$ cat src/sslc_pkg.sv
// package: register map and field layout of the link test and clock control block
package sslc_pkg;
  localparam logic [7:0] LINK_CTRL_ADDR = 8'h04;
  localparam int TEST_MODE_BIT = 7;
  localparam int LOCAL_LOOP_BIT = 5;
  localparam int REMOTE_LOOP_BIT = 4;
  localparam int RX_CLK_EN_BIT = 3;
  localparam int TX_CLK_EN_BIT = 2;
  localparam logic [3:0] CTRL_RESET = 4'h0;
  localparam logic [7:0] UNMAPPED_READ = 8'h00;
  // interrupt source selector value that picks the test mode input
  localparam logic [1:0] INT_SEL_TEST_MODE = 2'h3;
endpackage

$ cat src/sslc_link_control.sv
// link control: loopback outputs, clock direction and modem line routing by strapped role
//
// Chosen here: the strobed register port and the placing of the registers.
module sslc_link_control (
  // clock and reset
  input wire logic clock,
  input wire logic reset,
  // register port
  input wire logic [7:0] reg_addr,
  input wire logic [7:0] reg_wdata,
  input wire logic reg_write,
  input wire logic reg_read,
  output logic [7:0] reg_rdata,
  // board straps
  input wire logic role_is_dce,
  input wire logic sync_jumper_fitted,
  input wire logic [1:0] int_source_select,
  // test lines at the connector
  output logic local_loopback_request,
  output logic remote_loopback_request,
  input wire logic test_mode_indication,
  output logic test_mode_interrupt,
  // serial controller sync input of channel a
  output logic chan_a_sync_input,
  // element clocks: serial controller side
  input wire logic chan_a_clock_pin_in,
  output logic chan_a_clock_pin_out,
  output logic chan_a_clock_pin_oe,
  input wire logic chan_b_clock_pin_in,
  output logic chan_b_clock_pin_oe,
  output logic receive_clock_pins,
  // element clocks: link side
  input wire logic link_tx_clock_in,
  output logic link_tx_clock_out,
  output logic link_tx_clock_oe,
  input wire logic link_rx_clock_in,
  output logic link_rx_clock_out,
  output logic link_rx_clock_oe,
  // modem lines: serial controller side
  input wire logic chan_a_request_output,
  input wire logic chan_a_ready_request_pin,
  input wire logic chan_b_ready_request_pin,
  output logic chan_a_clear_input,
  output logic chan_a_carrier_input,
  output logic chan_b_carrier_input,
  // modem lines: link side
  output logic link_rts_out,
  output logic link_dtr_out,
  output logic link_cts_out,
  output logic link_dsr_out,
  output logic link_cd_out,
  input wire logic link_rts_in,
  input wire logic link_dtr_in,
  input wire logic link_cts_in,
  input wire logic link_dsr_in,
  input wire logic link_cd_in
);

  // ----------------------------------------------------------------
  // input synchronisers
  // ----------------------------------------------------------------
  logic [1:0] tm_sync_ff;
  logic [1:0] nxt_tm_sync;
  logic [1:0] role_sync_ff;
  logic [1:0] nxt_role_sync;
  logic role_is_dce_ff;
  logic nxt_role_is_dce;

  always_comb begin
    nxt_tm_sync = {tm_sync_ff[0], test_mode_indication};
    nxt_role_sync = {role_sync_ff[0], role_is_dce};
    // role strap synchronised and registered every cycle, so it follows the strap three clocks later
    nxt_role_is_dce = role_sync_ff[1];
  end

  always_ff @(posedge clock or posedge reset) begin
    if (reset) begin
      tm_sync_ff <= 2'h0;
      role_sync_ff <= 2'h0;
      role_is_dce_ff <= 1'b0;
    end else begin
      tm_sync_ff <= nxt_tm_sync;
      role_sync_ff <= nxt_role_sync;
      role_is_dce_ff <= nxt_role_is_dce;
    end
  end

  // ----------------------------------------------------------------
  // link control register
  // ----------------------------------------------------------------
  logic local_loop_ff;
  logic remote_loop_ff;
  logic rx_clk_en_ff;
  logic tx_clk_en_ff;
  logic [7:0] rdata_ff;
  logic nxt_local_loop;
  logic nxt_remote_loop;
  logic nxt_rx_clk_en;
  logic nxt_tx_clk_en;
  logic [7:0] nxt_rdata;
  logic hit;

  function automatic logic is_link_ctrl(input logic [7:0] addr);
    return addr == sslc_pkg::LINK_CTRL_ADDR;
  endfunction

  always_comb begin
    hit = is_link_ctrl(reg_addr);
    nxt_local_loop = local_loop_ff;
    nxt_remote_loop = remote_loop_ff;
    nxt_rx_clk_en = rx_clk_en_ff;
    nxt_tx_clk_en = tx_clk_en_ff;
    if (reg_write && hit) begin
      nxt_local_loop = reg_wdata[sslc_pkg::LOCAL_LOOP_BIT];
      nxt_remote_loop = reg_wdata[sslc_pkg::REMOTE_LOOP_BIT];
      nxt_rx_clk_en = reg_wdata[sslc_pkg::RX_CLK_EN_BIT];
      nxt_tx_clk_en = reg_wdata[sslc_pkg::TX_CLK_EN_BIT];
    end
    nxt_rdata = rdata_ff;
    if (reg_read) begin
      nxt_rdata = sslc_pkg::UNMAPPED_READ;
      if (hit) begin
        // bits 6, 1, 0 read zero
        nxt_rdata[sslc_pkg::TEST_MODE_BIT] = tm_sync_ff[1];
        nxt_rdata[sslc_pkg::LOCAL_LOOP_BIT] = local_loop_ff;
        nxt_rdata[sslc_pkg::REMOTE_LOOP_BIT] = remote_loop_ff;
        nxt_rdata[sslc_pkg::RX_CLK_EN_BIT] = rx_clk_en_ff;
        nxt_rdata[sslc_pkg::TX_CLK_EN_BIT] = tx_clk_en_ff;
      end
    end
  end

  always_ff @(posedge clock or posedge reset) begin
    if (reset) begin
      {local_loop_ff, remote_loop_ff, rx_clk_en_ff, tx_clk_en_ff} <= sslc_pkg::CTRL_RESET;
      rdata_ff <= 8'h00;
    end else begin
      local_loop_ff <= nxt_local_loop;
      remote_loop_ff <= nxt_remote_loop;
      rx_clk_en_ff <= nxt_rx_clk_en;
      tx_clk_en_ff <= nxt_tx_clk_en;
      rdata_ff <= nxt_rdata;
    end
  end

  assign reg_rdata = rdata_ff;

  // ----------------------------------------------------------------
  // test lines, identical in both roles
  // ----------------------------------------------------------------
  assign local_loopback_request = local_loop_ff;
  assign remote_loopback_request = remote_loop_ff;
  assign chan_a_sync_input = sync_jumper_fitted & remote_loop_ff;
  assign test_mode_interrupt = (int_source_select == sslc_pkg::INT_SEL_TEST_MODE) & tm_sync_ff[1];

  // ----------------------------------------------------------------
  // element clock direction (clocks pass as wires, not resampled)
  // ----------------------------------------------------------------
  logic tx_drive;
  logic rx_drive;

  always_comb begin
    // dce always sources tx clock; dte by its enable bit
    tx_drive = role_is_dce_ff | tx_clk_en_ff;
    // dte never sources rx clock; dce by its enable bit
    rx_drive = role_is_dce_ff & rx_clk_en_ff;
  end

  assign chan_a_clock_pin_oe = ~tx_drive;
  assign chan_a_clock_pin_out = link_tx_clock_in;
  assign link_tx_clock_oe = tx_drive;
  assign link_tx_clock_out = chan_a_clock_pin_in;
  assign chan_b_clock_pin_oe = 1'b0;
  assign link_rx_clock_oe = rx_drive;
  assign link_rx_clock_out = chan_b_clock_pin_in;
  assign receive_clock_pins = rx_drive ? chan_b_clock_pin_in : link_rx_clock_in;

  // ----------------------------------------------------------------
  // modem line routing by role
  // ----------------------------------------------------------------
  always_comb begin
    link_rts_out = 1'b0;
    link_dtr_out = 1'b0;
    link_cts_out = 1'b0;
    link_dsr_out = 1'b0;
    link_cd_out = 1'b0;
    if (role_is_dce_ff) begin
      link_cts_out = chan_a_request_output;
      link_dsr_out = chan_a_ready_request_pin;
      link_cd_out = chan_b_ready_request_pin;
      chan_a_clear_input = link_rts_in;
      chan_a_carrier_input = link_dtr_in;
      chan_b_carrier_input = 1'b0;
    end else begin
      link_rts_out = chan_a_request_output;
      link_dtr_out = chan_a_ready_request_pin;
      chan_a_clear_input = link_cts_in;
      chan_a_carrier_input = link_cd_in;
      chan_b_carrier_input = link_dsr_in;
    end
  end

  // ----------------------------------------------------------------
  // checks
  // ----------------------------------------------------------------
  a_local_loop_write: assert property (@(posedge clock) disable iff (reset)
    (reg_write && is_link_ctrl(reg_addr)) |=>
      local_loopback_request == $past(reg_wdata[sslc_pkg::LOCAL_LOOP_BIT]))
    else $error("local loopback not taken from write");
  a_remote_loop_write: assert property (@(posedge clock) disable iff (reset)
    (reg_write && is_link_ctrl(reg_addr)) |=>
      remote_loopback_request == $past(reg_wdata[sslc_pkg::REMOTE_LOOP_BIT]))
    else $error("remote loopback not taken from write");
  a_sync_follows_rl: assert property (@(posedge clock) disable iff (reset)
    chan_a_sync_input == (sync_jumper_fitted && remote_loopback_request))
    else $error("sync input wrong");
  a_dte_no_rx_drive: assert property (@(posedge clock) disable iff (reset)
    !role_is_dce_ff |-> !link_rx_clock_oe)
    else $error("dte drives rx clock");
  a_dce_tx_drive: assert property (@(posedge clock) disable iff (reset)
    role_is_dce_ff |-> (link_tx_clock_oe && !chan_a_clock_pin_oe))
    else $error("dce not driving tx clock");
  a_dte_tx_select: assert property (@(posedge clock) disable iff (reset)
    !role_is_dce_ff |-> (link_tx_clock_oe == tx_clk_en_ff))
    else $error("dte tx clock direction wrong");
  a_read_reserved: assert property (@(posedge clock) disable iff (reset)
    reg_read |=> (reg_rdata[6] == 1'b0 && reg_rdata[1:0] == 2'h0))
    else $error("reserved bits read nonzero");
  a_read_back: assert property (@(posedge clock) disable iff (reset)
    (reg_write && is_link_ctrl(reg_addr)) ##1 (reg_read && is_link_ctrl(reg_addr))
    |=> reg_rdata[5:2] == $past(reg_wdata[5:2], 2))
    else $error("read back mismatch");
  a_tm_interrupt: assert property (@(posedge clock) disable iff (reset)
    $rose(tm_sync_ff[1]) && int_source_select == sslc_pkg::INT_SEL_TEST_MODE |-> test_mode_interrupt)
    else $error("test mode interrupt missing");
  a_tm_unselected: assert property (@(posedge clock) disable iff (reset)
    (int_source_select != sslc_pkg::INT_SEL_TEST_MODE) |-> !test_mode_interrupt)
    else $error("test mode interrupt while unselected");
  a_dce_rx_select: assert property (@(posedge clock) disable iff (reset)
    role_is_dce_ff |-> (link_rx_clock_oe == rx_clk_en_ff))
    else $error("dce rx clock direction wrong");
  a_rx_out_source: assert property (@(posedge clock) disable iff (reset)
    link_rx_clock_oe |-> (link_rx_clock_out == chan_b_clock_pin_in))
    else $error("rx clock not sourced from channel b");
  a_chan_b_input: assert property (@(posedge clock) disable iff (reset)
    !chan_b_clock_pin_oe)
    else $error("channel b clock pin driven");
  a_rx_from_link: assert property (@(posedge clock) disable iff (reset)
    !link_rx_clock_oe |-> (receive_clock_pins == link_rx_clock_in))
    else $error("rx clock not taken from link");
  a_dte_tx_input: assert property (@(posedge clock) disable iff (reset)
    (!role_is_dce_ff && !tx_clk_en_ff) |-> (chan_a_clock_pin_oe && chan_a_clock_pin_out == link_tx_clock_in))
    else $error("dte tx clock not taken from link");
  a_tx_out_source: assert property (@(posedge clock) disable iff (reset)
    link_tx_clock_oe |-> (link_tx_clock_out == chan_a_clock_pin_in))
    else $error("tx clock not sourced from channel a");
  a_tx_one_way: assert property (@(posedge clock) disable iff (reset)
    link_tx_clock_oe != chan_a_clock_pin_oe)
    else $error("tx clock pin direction conflict");
  a_dte_modem: assert property (@(posedge clock) disable iff (reset)
    !role_is_dce_ff |-> (link_rts_out == chan_a_request_output && link_dtr_out == chan_a_ready_request_pin
      && chan_a_clear_input == link_cts_in && chan_a_carrier_input == link_cd_in
      && chan_b_carrier_input == link_dsr_in))
    else $error("dte modem routing wrong");
  a_dte_quiet: assert property (@(posedge clock) disable iff (reset)
    !role_is_dce_ff |-> !(link_cts_out || link_dsr_out || link_cd_out))
    else $error("dte drives dce modem lines");
  a_dce_modem_out: assert property (@(posedge clock) disable iff (reset)
    role_is_dce_ff |-> (link_cts_out == chan_a_request_output && link_dsr_out == chan_a_ready_request_pin
      && link_cd_out == chan_b_ready_request_pin))
    else $error("dce modem outputs wrong");
  a_dce_quiet: assert property (@(posedge clock) disable iff (reset)
    role_is_dce_ff |-> !(link_rts_out || link_dtr_out))
    else $error("dce drives dte modem lines");
  a_dce_cross: assert property (@(posedge clock) disable iff (reset)
    role_is_dce_ff |-> (chan_a_clear_input == link_rts_in && chan_a_carrier_input == link_dtr_in))
    else $error("dce crossing wrong");
  a_role_strap: assert property (@(posedge clock) disable iff (reset)
    (!$past(reset) && !$past(reset, 2) && !$past(reset, 3)) |-> (role_is_dce_ff == $past(role_is_dce, 3)))
    else $error("role does not follow strap");
  a_ctrl_hold: assert property (@(posedge clock) disable iff (reset)
    !(reg_write && is_link_ctrl(reg_addr)) |=>
      $stable({local_loop_ff, remote_loop_ff, rx_clk_en_ff, tx_clk_en_ff}))
    else $error("control bits changed without write");
  a_reset_clear: assert property (@(posedge clock) disable iff (reset)
    $past(reset) |-> ({local_loop_ff, remote_loop_ff, rx_clk_en_ff, tx_clk_en_ff} == sslc_pkg::CTRL_RESET
      && reg_rdata == 8'h00))
    else $error("register not cleared by reset");
  a_unmapped_read: assert property (@(posedge clock) disable iff (reset)
    (reg_read && !is_link_ctrl(reg_addr)) |=> (reg_rdata == sslc_pkg::UNMAPPED_READ))
    else $error("unmapped read not zero");
  a_tm_readback: assert property (@(posedge clock) disable iff (reset)
    (reg_read && is_link_ctrl(reg_addr)) |=> (reg_rdata[sslc_pkg::TEST_MODE_BIT] == $past(tm_sync_ff[1])))
    else $error("test mode status not read back");

endmodule

$ cat config.mk
export PLATFORM = sky130hd
export DESIGN_NAME = sslc_link_control
export DESIGN_NICKNAME = d
export VERILOG_FILES = /design/src/sslc_pkg.sv /design/src/sslc_link_control.sv
export SDC_FILE = /design/constraint.sdc
export NUM_CORES = 1
export LEC_CHECK = 0
export ABC_AREA = 1
export BUFFER_PORTS_ARGS = -buffer_cell sky130_fd_sc_hd__buf_4
export CORE_MARGIN = 2
export CORE_UTILIZATION = 40
export DETAILED_ROUTE_END_ITERATION = 16
export PLACE_DENSITY = 0.83
export REMOVE_ABC_BUFFERS = 1
export SETUP_SLACK_MARGIN = 0.02
export SLEW_MARGIN = 10
export SYNTH_ARGS = -nofsm -noshare
export SYNTH_HDL_FRONTEND = slang
export SYNTH_SLANG_ARGS = --single-unit
export TNS_END_PERCENT = 10
$ cat constraint.sdc
create_clock -name clock -period 2.2 [get_ports clock]
set_input_delay 0.22 -clock clock [delete_from_list [all_inputs] [get_ports clock]]
set_output_delay 0.22 -clock clock [all_outputs]
set_load 0.005 [all_outputs]
==> results of run 1 <==
-- synth_stat cells (2+ instances only) --
cell type | n | share of area
sky130_fd_sc_hd__buf_4 | 7 | 0.069
sky130_fd_sc_hd__dfrtp_1 | 14 | 0.46
sky130_fd_sc_hd__inv_1 | 12 | 0.059
sky130_fd_sc_hd__inv_2 | 4 | 0.020
sky130_fd_sc_hd__mux2_1 | 2 | 0.029
sky130_fd_sc_hd__nand2_1 | 27 | 0.13
sky130_fd_sc_hd__nand2_2 | 3 | 0.025
sky130_fd_sc_hd__nand3_1 | 4 | 0.026
sky130_fd_sc_hd__nor2_1 | 5 | 0.025
sky130_fd_sc_hd__nor2_2 | 3 | 0.025
sky130_fd_sc_hd__nor2_4 | 2 | 0.029
sky130_fd_sc_hd__o21ai_2 | 5 | 0.057
-- what timing repair did --
action / 4_1_cts / 5_1_grt
endpoints found under the setup margin: 0 / 0
hold buffers: 1 / 0
hold endpoints to repair: 14 / 0
-- cells by family (layout without fill, tap and decap cells) --
group	Yosys count	count (layout)	share of synthesized area
other	1	4	0.00490
AOI/OAI and AO/OA	5	5	0.0572
DFF	14	14	0.458
and+or+nand+nor	47	47	0.297
muxes	2	2	0.0294
buffers and inverters	24	72	0.154
-- layer usage --
metal / wire [um] / up-vias / global-route usage / share of wire
met4: 19 / 0 / 0.0811 / 0.011
met3: 238 / 2 / 0.0491 / 0.13
met1: 595 / 319 / 0.136 / 0.34
li1: - / 368 / - / -
met2: 919 / 50 / 0.312 / 0.52
met5: 0 / - / 0 / 0
-- sequential cells by signal, indices dropped and copies added, names as in the netlist --
register,count
rx_clk_en_ff,1
role_is_dce_ff,1
remote_loopback_request,1
role_sync_ff,2
reg_rdata,5
tx_clk_en_ff,1
local_loopback_request,1
tm_sync_ff,2
-- metrics by stage --
stage	hold slack, ps	cell area (um2)
2_1_floorplan	109	719
3_3_place_gp	266	1140
3_5_place_dp	281	1140
4_1_cts	48.3	1170
5_1_grt	35.6	1170
6_report	59.9	1170
-- layout make-up --
class | instances | area [um2] | area share
clock buffer | 3 | 22.5 | 0.0192
inverter | 16 | 60.1 | 0.0512
multi-input combinational | 58 | 309 | 0.263
sequential | 14 | 350 | 0.299
tap | 25 | 31.3 | 0.0267
timing repair buffer | 53 | 400 | 0.341
-- critical path, stage by stage, from the launching register on --
cell	delay, ps
sky130_fd_sc_hd__dfrtp_1	520
sky130_fd_sc_hd__mux2_1	360
sky130_fd_sc_hd__buf_4	140
-- power groups by stage --
stage | sequential (mW) | combinational (mW) | clock [mW]
floorplan | 0.276 | 0.0337 | 0
global placement | 0.277 | 0.103 | 0
detailed placement | 0.278 | 0.107 | 0
CTS | 0.273 | 0.109 | 0.138
global route | 0.274 | 0.120 | 0.149
finish | 0.272 | 0.108 | 0.130
-- final timing paths --
path / start / to / slack (ps) / depth (start not counted)
max in group asynchronous: reset / reg_rdata[3]$_DFFE_PP0P_ / 1310 / 3
min reg2reg: tm_sync_ff[0]$_DFF_PP0_ / tm_sync_ff[1]$_DFF_PP0_ / 350 / 0
min in group asynchronous: reset / local_loopback_request$_DFFE_PP0P_ / 560 / 3
max reg2reg: local_loopback_request$_DFFE_PP0P_ / reg_rdata[5]$_DFFE_PP0P_ / 1520 / 2
max: role_is_dce_ff$_DFF_PP0_ / chan_a_carrier_input / 700 / 2
min: test_mode_indication / tm_sync_ff[0]$_DFF_PP0_ / 60 / 1
==> summary.md, run 1 <==
| Metric | Value |
|---|---|
| Starting Density | `0.434` |
| Clock transition at path regs | `70 ps` |
| Clock Root Buffer | `sky130_fd_sc_hd__clkbuf_4` |
| Final setup TNS | `0 ps` |
| Height of the chip | `47.8 um` |
| Yosys reg bits | `14` |
| Final core occ | `0.665` |
| Number of antenna violations at the first check in global routing | `0` |
| Average footprint of a synthesized cell | `8.23 um2` |
| Count of pins on the block boundary | `65` |
| CTS sink cnt | `14` |
| Clock buffers created by TritonCTS | `3` |
| Post-placement worst setup slack | `981 ps` |
| Total die area | `0.00228 mm2` |
| Final estimated routing congestion in global placement | `0.721` |
| Synth Warn # | `0` |
| Crit Path Class | `reg2out` |
| Clock Latency Late Sink | `260 ps` |
| # Max-Cap Violations | `0` |
| Net switching component of the power | `0.118 mW` |
| Vias per inst | `4.37` |
| Total chip power | `0.510 mW` |
| Run status | `finished clean` |
| Number of nets with antenna violations after routing | `0` |
| Total of cells resized after clock tree synthesis | `0` |
| FP Rows | `15` |
| Post-CTS setup buffers | `0` |
| EDFF count, synth | `0` |
| Via count of the first global-routing pass | `631` |
| Number of fill cells in the layout | `156` |
| Most common cell after layout, fill and taps aside | `sky130_fd_sc_hd__buf_4` |
| Largest net degree at the start of global routing | `15` |
| Layout Area Growth over Synthesis | `53.3%` |
| Pwr per Cell Area | `435 mW/mm2` |
| Aggregate routed wire length | `1770 um` |
| Required time at the endpoint of the critical path | `1980 ps` |
| Shortest clock period the worst path allows after layout | `1500 ps` |
| Lkg Pwr | `0.696 nW` |
| Level count of the clock H-tree | `1` |
| Clock buffer depth | `2` |
| Placed instance count | `165` |
| Largest fanout on the critical path | `10` |
| Worst ir drop on vdd | `319 uV` |
| Arrival @ worst endpoint | `1280 ps` |
| Transition time at the pin with the least slew margin | `510 ps` |
| Final slew viol count | `0` |
| Vias post-DR | `739` |
| Sequential Power Share | `0.534` |
| Syn Inst Count | `93` |
| Class of the worst hold path | `in2reg` |
| Hold Fails Final Rpt | `0` |
| Clock tree from TritonCTS | `yes` |
| Final routed wire length divided by cell count | `10.5 um` |
| Main flop type after synthesis | `sky130_fd_sc_hd__dfrtp_1` |
| RSZ-0062 raised after global routing | `false` |
| Final setup violating endpoints | `0` |
| Endpoint kind of the worst setup timing path | `output port` |
| Half-perimeter wire length of the detailed placement result | `1540 um` |
| Global-route wire length before repair | `2420 um` |
| Tot GR Track Use | `0.157` |
| Type of origin of the critical path | `register` |
| Die Span X | `47.8 um` |
| Sequential share of the synthesized area | `0.458` |
| Final Skew | `0.320 ps` |
| Number of distinct library cell variants in the gate-level netlist after synthesis | `17` |
| Number of port buffers | `52` |
| Overflow left after global routing | `0` |
| P_int | `0.393 mW` |
| Share of layout cells above drive strength 1 | `0.514` |
| Slew HR | `0.660` |
| Relative contribution of the clock network to total power | `0.255` |
| Residual DRC count | `0` |
| Highest Clock Rate | `0.665 GHz` |
| FFs w/ async S/R, synth | `1.00` |
| Layout net count | `183` |
| Mapped Area | `766 um2` |
| Worst Slack Setup Final | `696 ps` |
| Switching power share of the total | `0.230` |
| Starting DRT DRC Count | `9` |
| Period Utilization, post-route | `0.684` |
| Post-route insts no fill | `169` |
| Share of total power in combinational logic | `0.211` |
| Router iterations before antenna repair | `4` |
| Commonest cells after routing, fill and taps aside | `sky130_fd_sc_hd__buf_4 (52), sky130_fd_sc_hd__nand2_1 (27), sky130_fd_sc_hd__dfrtp_1 (14), sky130_fd_sc_hd__inv_1 (12)` |
| Antenna fix cells | `0` |
| Core footprint | `0.00176 mm2` |
Note: power is estimated with default switching activity, not from simulation.
==> run 2: changes to the inputs <==
- ABC_AREA: 1 -> 0
- CORE_UTILIZATION: 40 -> 35
- PLACE_DENSITY: 0.83 -> 0.77
- clock period: 2.2 -> 1.5 ns (I/O delays scaled with it)
==> run 2 against run 1 <==
Clock power up 100%; utilization is 6.0 points lower; largest power group unchanged; critical path depth grew 1; critical path type unchanged; worst hold slack better by 22 ps; total power is 60% higher; critical endpoint is now receive_clock_pins; largest cell class unchanged.
==> summary.md, run 2 <==
| Metric | Value |
|---|---|
| Shortest clock period the worst path allows after layout | `1430 ps` |
| Syn Inst Count | `62 (was 93)` |
| Area leader, netlist | `sky130_fd_sc_hd__dfrtp_1 (unchanged)` |
| Worst ir drop on vdd | `420 uV (was 319 uV)` |
| Final setup violating endpoints | `0 (unchanged)` |
| Layout net count | `155 (was 183)` |
| Commonest cells after routing, fill and taps aside | `sky130_fd_sc_hd__buf_4 (54), sky130_fd_sc_hd__dfrtp_1 (13), sky130_fd_sc_hd__inv_1 (7), sky130_fd_sc_hd__nand2_1 (6), sky130_fd_sc_hd__o22ai_1 (5) (was sky130_fd_sc_hd__buf_4 (52), sky130_fd_sc_hd__nand2_1 (27), sky130_fd_sc_hd__dfrtp_1 (14), sky130_fd_sc_hd__inv_1 (12))` |
| Crit path buffers/inverters | `1 (unchanged)` |
| Starting DRT DRC Count | `3 (was 9)` |
| Largest net degree at the start of global routing | `15 (unchanged)` |
| FFs w/ async S/R, synth | `1.00 (unchanged)` |
| Overflow left after global routing | `0 (unchanged)` |
| Most common cell after layout, fill and taps aside | `sky130_fd_sc_hd__buf_4 (unchanged)` |
| Worst stage delay on the critical path | `410 ps (was 520 ps)` |
| Share of layout cells above drive strength 1 | `0.573 (was 0.514)` |
| Router iterations before antenna repair | `4 (unchanged)` |
| Count of pins on the block boundary | `65 (unchanged)` |
| Aggregate routed wire length | `1580 um (was 1770 um)` |
| Lkg Pwr | `0.596 nW (was 0.696 nW)` |
| Post-placement worst setup slack | `222 ps (was 981 ps)` |
| Clock tree from TritonCTS | `yes (unchanged)` |
| Period Utilization, post-route | `0.954` |
| Final setup TNS | `0 ps (unchanged)` |
| Yosys reg bits | `14 (unchanged)` |
| Average footprint of a synthesized cell | `11.1 um2 (was 8.23 um2)` |
| Arrival @ worst endpoint | `1280 ps (about the same)` |
| Clock buffers created by TritonCTS | `3 (unchanged)` |
| Sequential share of the synthesized area | `0.507 (was 0.458)` |
| Commonest cells in the synthesized netlist | `sky130_fd_sc_hd__dfrtp_1 (14), sky130_fd_sc_hd__buf_4 (7), sky130_fd_sc_hd__inv_1 (7) (was sky130_fd_sc_hd__nand2_1 (27), sky130_fd_sc_hd__dfrtp_1 (14), sky130_fd_sc_hd__inv_1 (12))` |
| Antenna fix cells | `0 (unchanged)` |
| Endpoint kind of the worst setup timing path | `output port (unchanged)` |
| Min-Delay Path Depth | `2 (was 1)` |
| Synth top area cells | `sky130_fd_sc_hd__dfrtp_1 (51%), sky130_fd_sc_hd__buf_4 (7.6%), sky130_fd_sc_hd__mux2_1 (6.5%) (was sky130_fd_sc_hd__dfrtp_1 (46%), sky130_fd_sc_hd__nand2_1 (13%), sky130_fd_sc_hd__buf_4 (6.9%))` |
| Die Span X | `48.4 um (was 47.8 um)` |
| Highest Clock Rate | `0.699 GHz` |
| Height of the chip | `48.4 um (was 47.8 um)` |
| Number of nets with antenna violations after routing | `0 (unchanged)` |
| Cell family with most CP delay | `flip-flops (unchanged)` |
| Class of the worst hold path | `in2reg (unchanged)` |
| Mapped Area | `691 um2 (was 766 um2)` |
| Via count of the first global-routing pass | `633 (was 631)` |
| Layout Area Growth over Synthesis | `66.7% (was 53.3%)` |
| Critical path depth in cells | `3 (was 2)` |
| Clock transition at path regs | `80 ps (was 70 ps)` |
| Yosys top cell area share | `0.507 (was 0.458)` |
| Global-route wire length before repair | `2570 um (was 2420 um)` |
| Final estimated routing congestion in global placement | `0.646 (was 0.721)` |
| Max FFs per register | `5 (unchanged)` |
| Vias per inst | `4.35 (was 4.37)` |
| Required time at the endpoint of the critical path | `1350 ps (was 1980 ps)` |
| Clock Latency Late Sink | `270 ps (was 260 ps)` |
| Number of antenna violations at the first check in global routing | `0 (unchanged)` |
| EDFF count, synth | `0 (unchanged)` |
| Residual DRC count | `0 (unchanged)` |
| Chain of cells forming the critical path | `and2_4, mux2_2, buf_4 (was mux2_1, buf_4)` |
| Final Skew | `0.268 ps (was 0.320 ps)` |
| Starting Density | `0.363 (was 0.434)` |
| Level count of the clock H-tree | `1 (unchanged)` |
| Total die area | `0.00234 mm2 (was 0.00228 mm2)` |
| Final slew viol count | `0 (unchanged)` |
| Vias post-DR | `627 (was 739)` |
| RSZ-0062 raised after global routing | `false (unchanged)` |
| CTS sink cnt | `14 (unchanged)` |
| Final routed wire length divided by cell count | `10.9 um (was 10.5 um)` |
| Reg-to-reg setup timing slack | `690 ps (was 1520 ps)` |
| Clock Root Buffer | `sky130_fd_sc_hd__clkbuf_4 (unchanged)` |
| FP Rows | `16 (was 15)` |
| Main flop type after synthesis | `sky130_fd_sc_hd__dfrtp_1 (unchanged)` |
| Type of origin of the critical path | `register (unchanged)` |
| Number of distinct library cell variants in the gate-level netlist after synthesis | `16 (was 17)` |
| # Max-Cap Violations | `0 (unchanged)` |
| Core footprint | `0.00190 mm2 (was 0.00176 mm2)` |
| Tot GR Track Use | `0.137 (was 0.157)` |
| Clock buffer depth | `2 (unchanged)` |
| Cell with the most instances after synthesis | `sky130_fd_sc_hd__dfrtp_1 (was sky130_fd_sc_hd__nand2_1)` |
| Run status | `finished clean (unchanged)` |
| Transition time at the pin with the least slew margin | `510 ps (about the same)` |
| Crit Path Class | `reg2out (unchanged)` |
| Hold Fails Final Rpt | `0 (unchanged)` |
| Largest fanout on the critical path | `5 (was 10)` |
| Slew HR | `0.660 (about the same)` |
| Pwr per Cell Area | `711 mW/mm2 (was 435 mW/mm2)` |
| Worst Slack Setup Final | `68.4 ps (was 696 ps)` |
| R2r worst-path depth | `1 (was 2)` |
| Number of port buffers | `52 (unchanged)` |
| Synth Warn # | `0 (unchanged)` |
| Highest-delay cell along the critical path | `sky130_fd_sc_hd__dfrtp_2 (was sky130_fd_sc_hd__dfrtp_1)` |
[run 2: path summary, 6_finish.rpt]
kind	startpoint	to
min in group asynchronous	reset	tm_sync_ff[0]$_DFF_PP0_
worst max-delay path	role_is_dce_ff$_DFF_PP0_	receive_clock_pins
worst max register to register	remote_loopback_request$_DFFE_PP0P_	remote_loopback_request$_DFFE_PP0P_
max in group asynchronous	reset	role_is_dce_ff$_DFF_PP0_
worst min register to register	tm_sync_ff[0]$_DFF_PP0_	tm_sync_ff[1]$_DFF_PP0_
worst min-delay path	reg_wdata[4]	remote_loopback_request$_DFFE_PP0P_
[run 2: cell families (layout without fill, tap and decap cells)]
kind of cell | count (synthesis) | count (layout) | share of synthesized area
AO/OA/AOI/OAI | 5 | 5 | 0.0453
buffers and inverters | 16 | 68 | 0.125
flip-flops | 14 | 14 | 0.507
multiplexers | 7 | 7 | 0.114
other | 1 | 4 | 0.00543
AND/OR/NAND/NOR | 19 | 19 | 0.203
[run 2: final cells by class]
type | instances | area (um2)
tap | 27 | 33.8
clock buffer | 4 | 36.3
multi-input combinational | 35 | 268
inverter | 7 | 26.3
sequential | 14 | 352
fill | 171 | 751
timing repair buffer | 57 | 435
[run 2: what timing repair did]
item / CTS / global route
hold buffers: 3 / 0
gates cloned: 0 / 0
setup endpoints to repair: 1 / 1
gates resized for setup: 1 / 1
setup buffers: 2 / 0
endpoints found under the hold margin: 16 / 0
pin swaps: 0 / 0
[run 2: per-layer routing]
| layer | vias to the layer above | wire [um] | share of wire | global-route usage |
|---|---|---|---|---|
| met5 | - | 0 | 0 | 0 |
| met4 | 0 | 0 | 0 | 0.0429 |
| met3 | 0 | 187 | 0.12 | 0.0525 |
| met2 | 40 | 825 | 0.52 | 0.269 |
| met1 | 285 | 563 | 0.36 | 0.131 |
| li1 | 302 | - | - | - |
[run 2: power breakdown]
group          switching [mW]  internal, mW
Clock                   0.117         0.147
Combinational          0.0522         0.104
Sequential            0.00742         0.389
[run 2: metrics by stage]
stage	hold slack (ps)	std cells	utilization	cell area, um2	power, mW
floorplan	39.2	56	-	642	0.442
global placement	207	135	0.561	1070	0.547
detailed placement	219	135	0.561	1070	0.551
CTS	83.3	144	0.604	1150	0.825
global route	93.0	144	0.605	1150	0.850
finish	82.2	144	0.605	1150	0.818
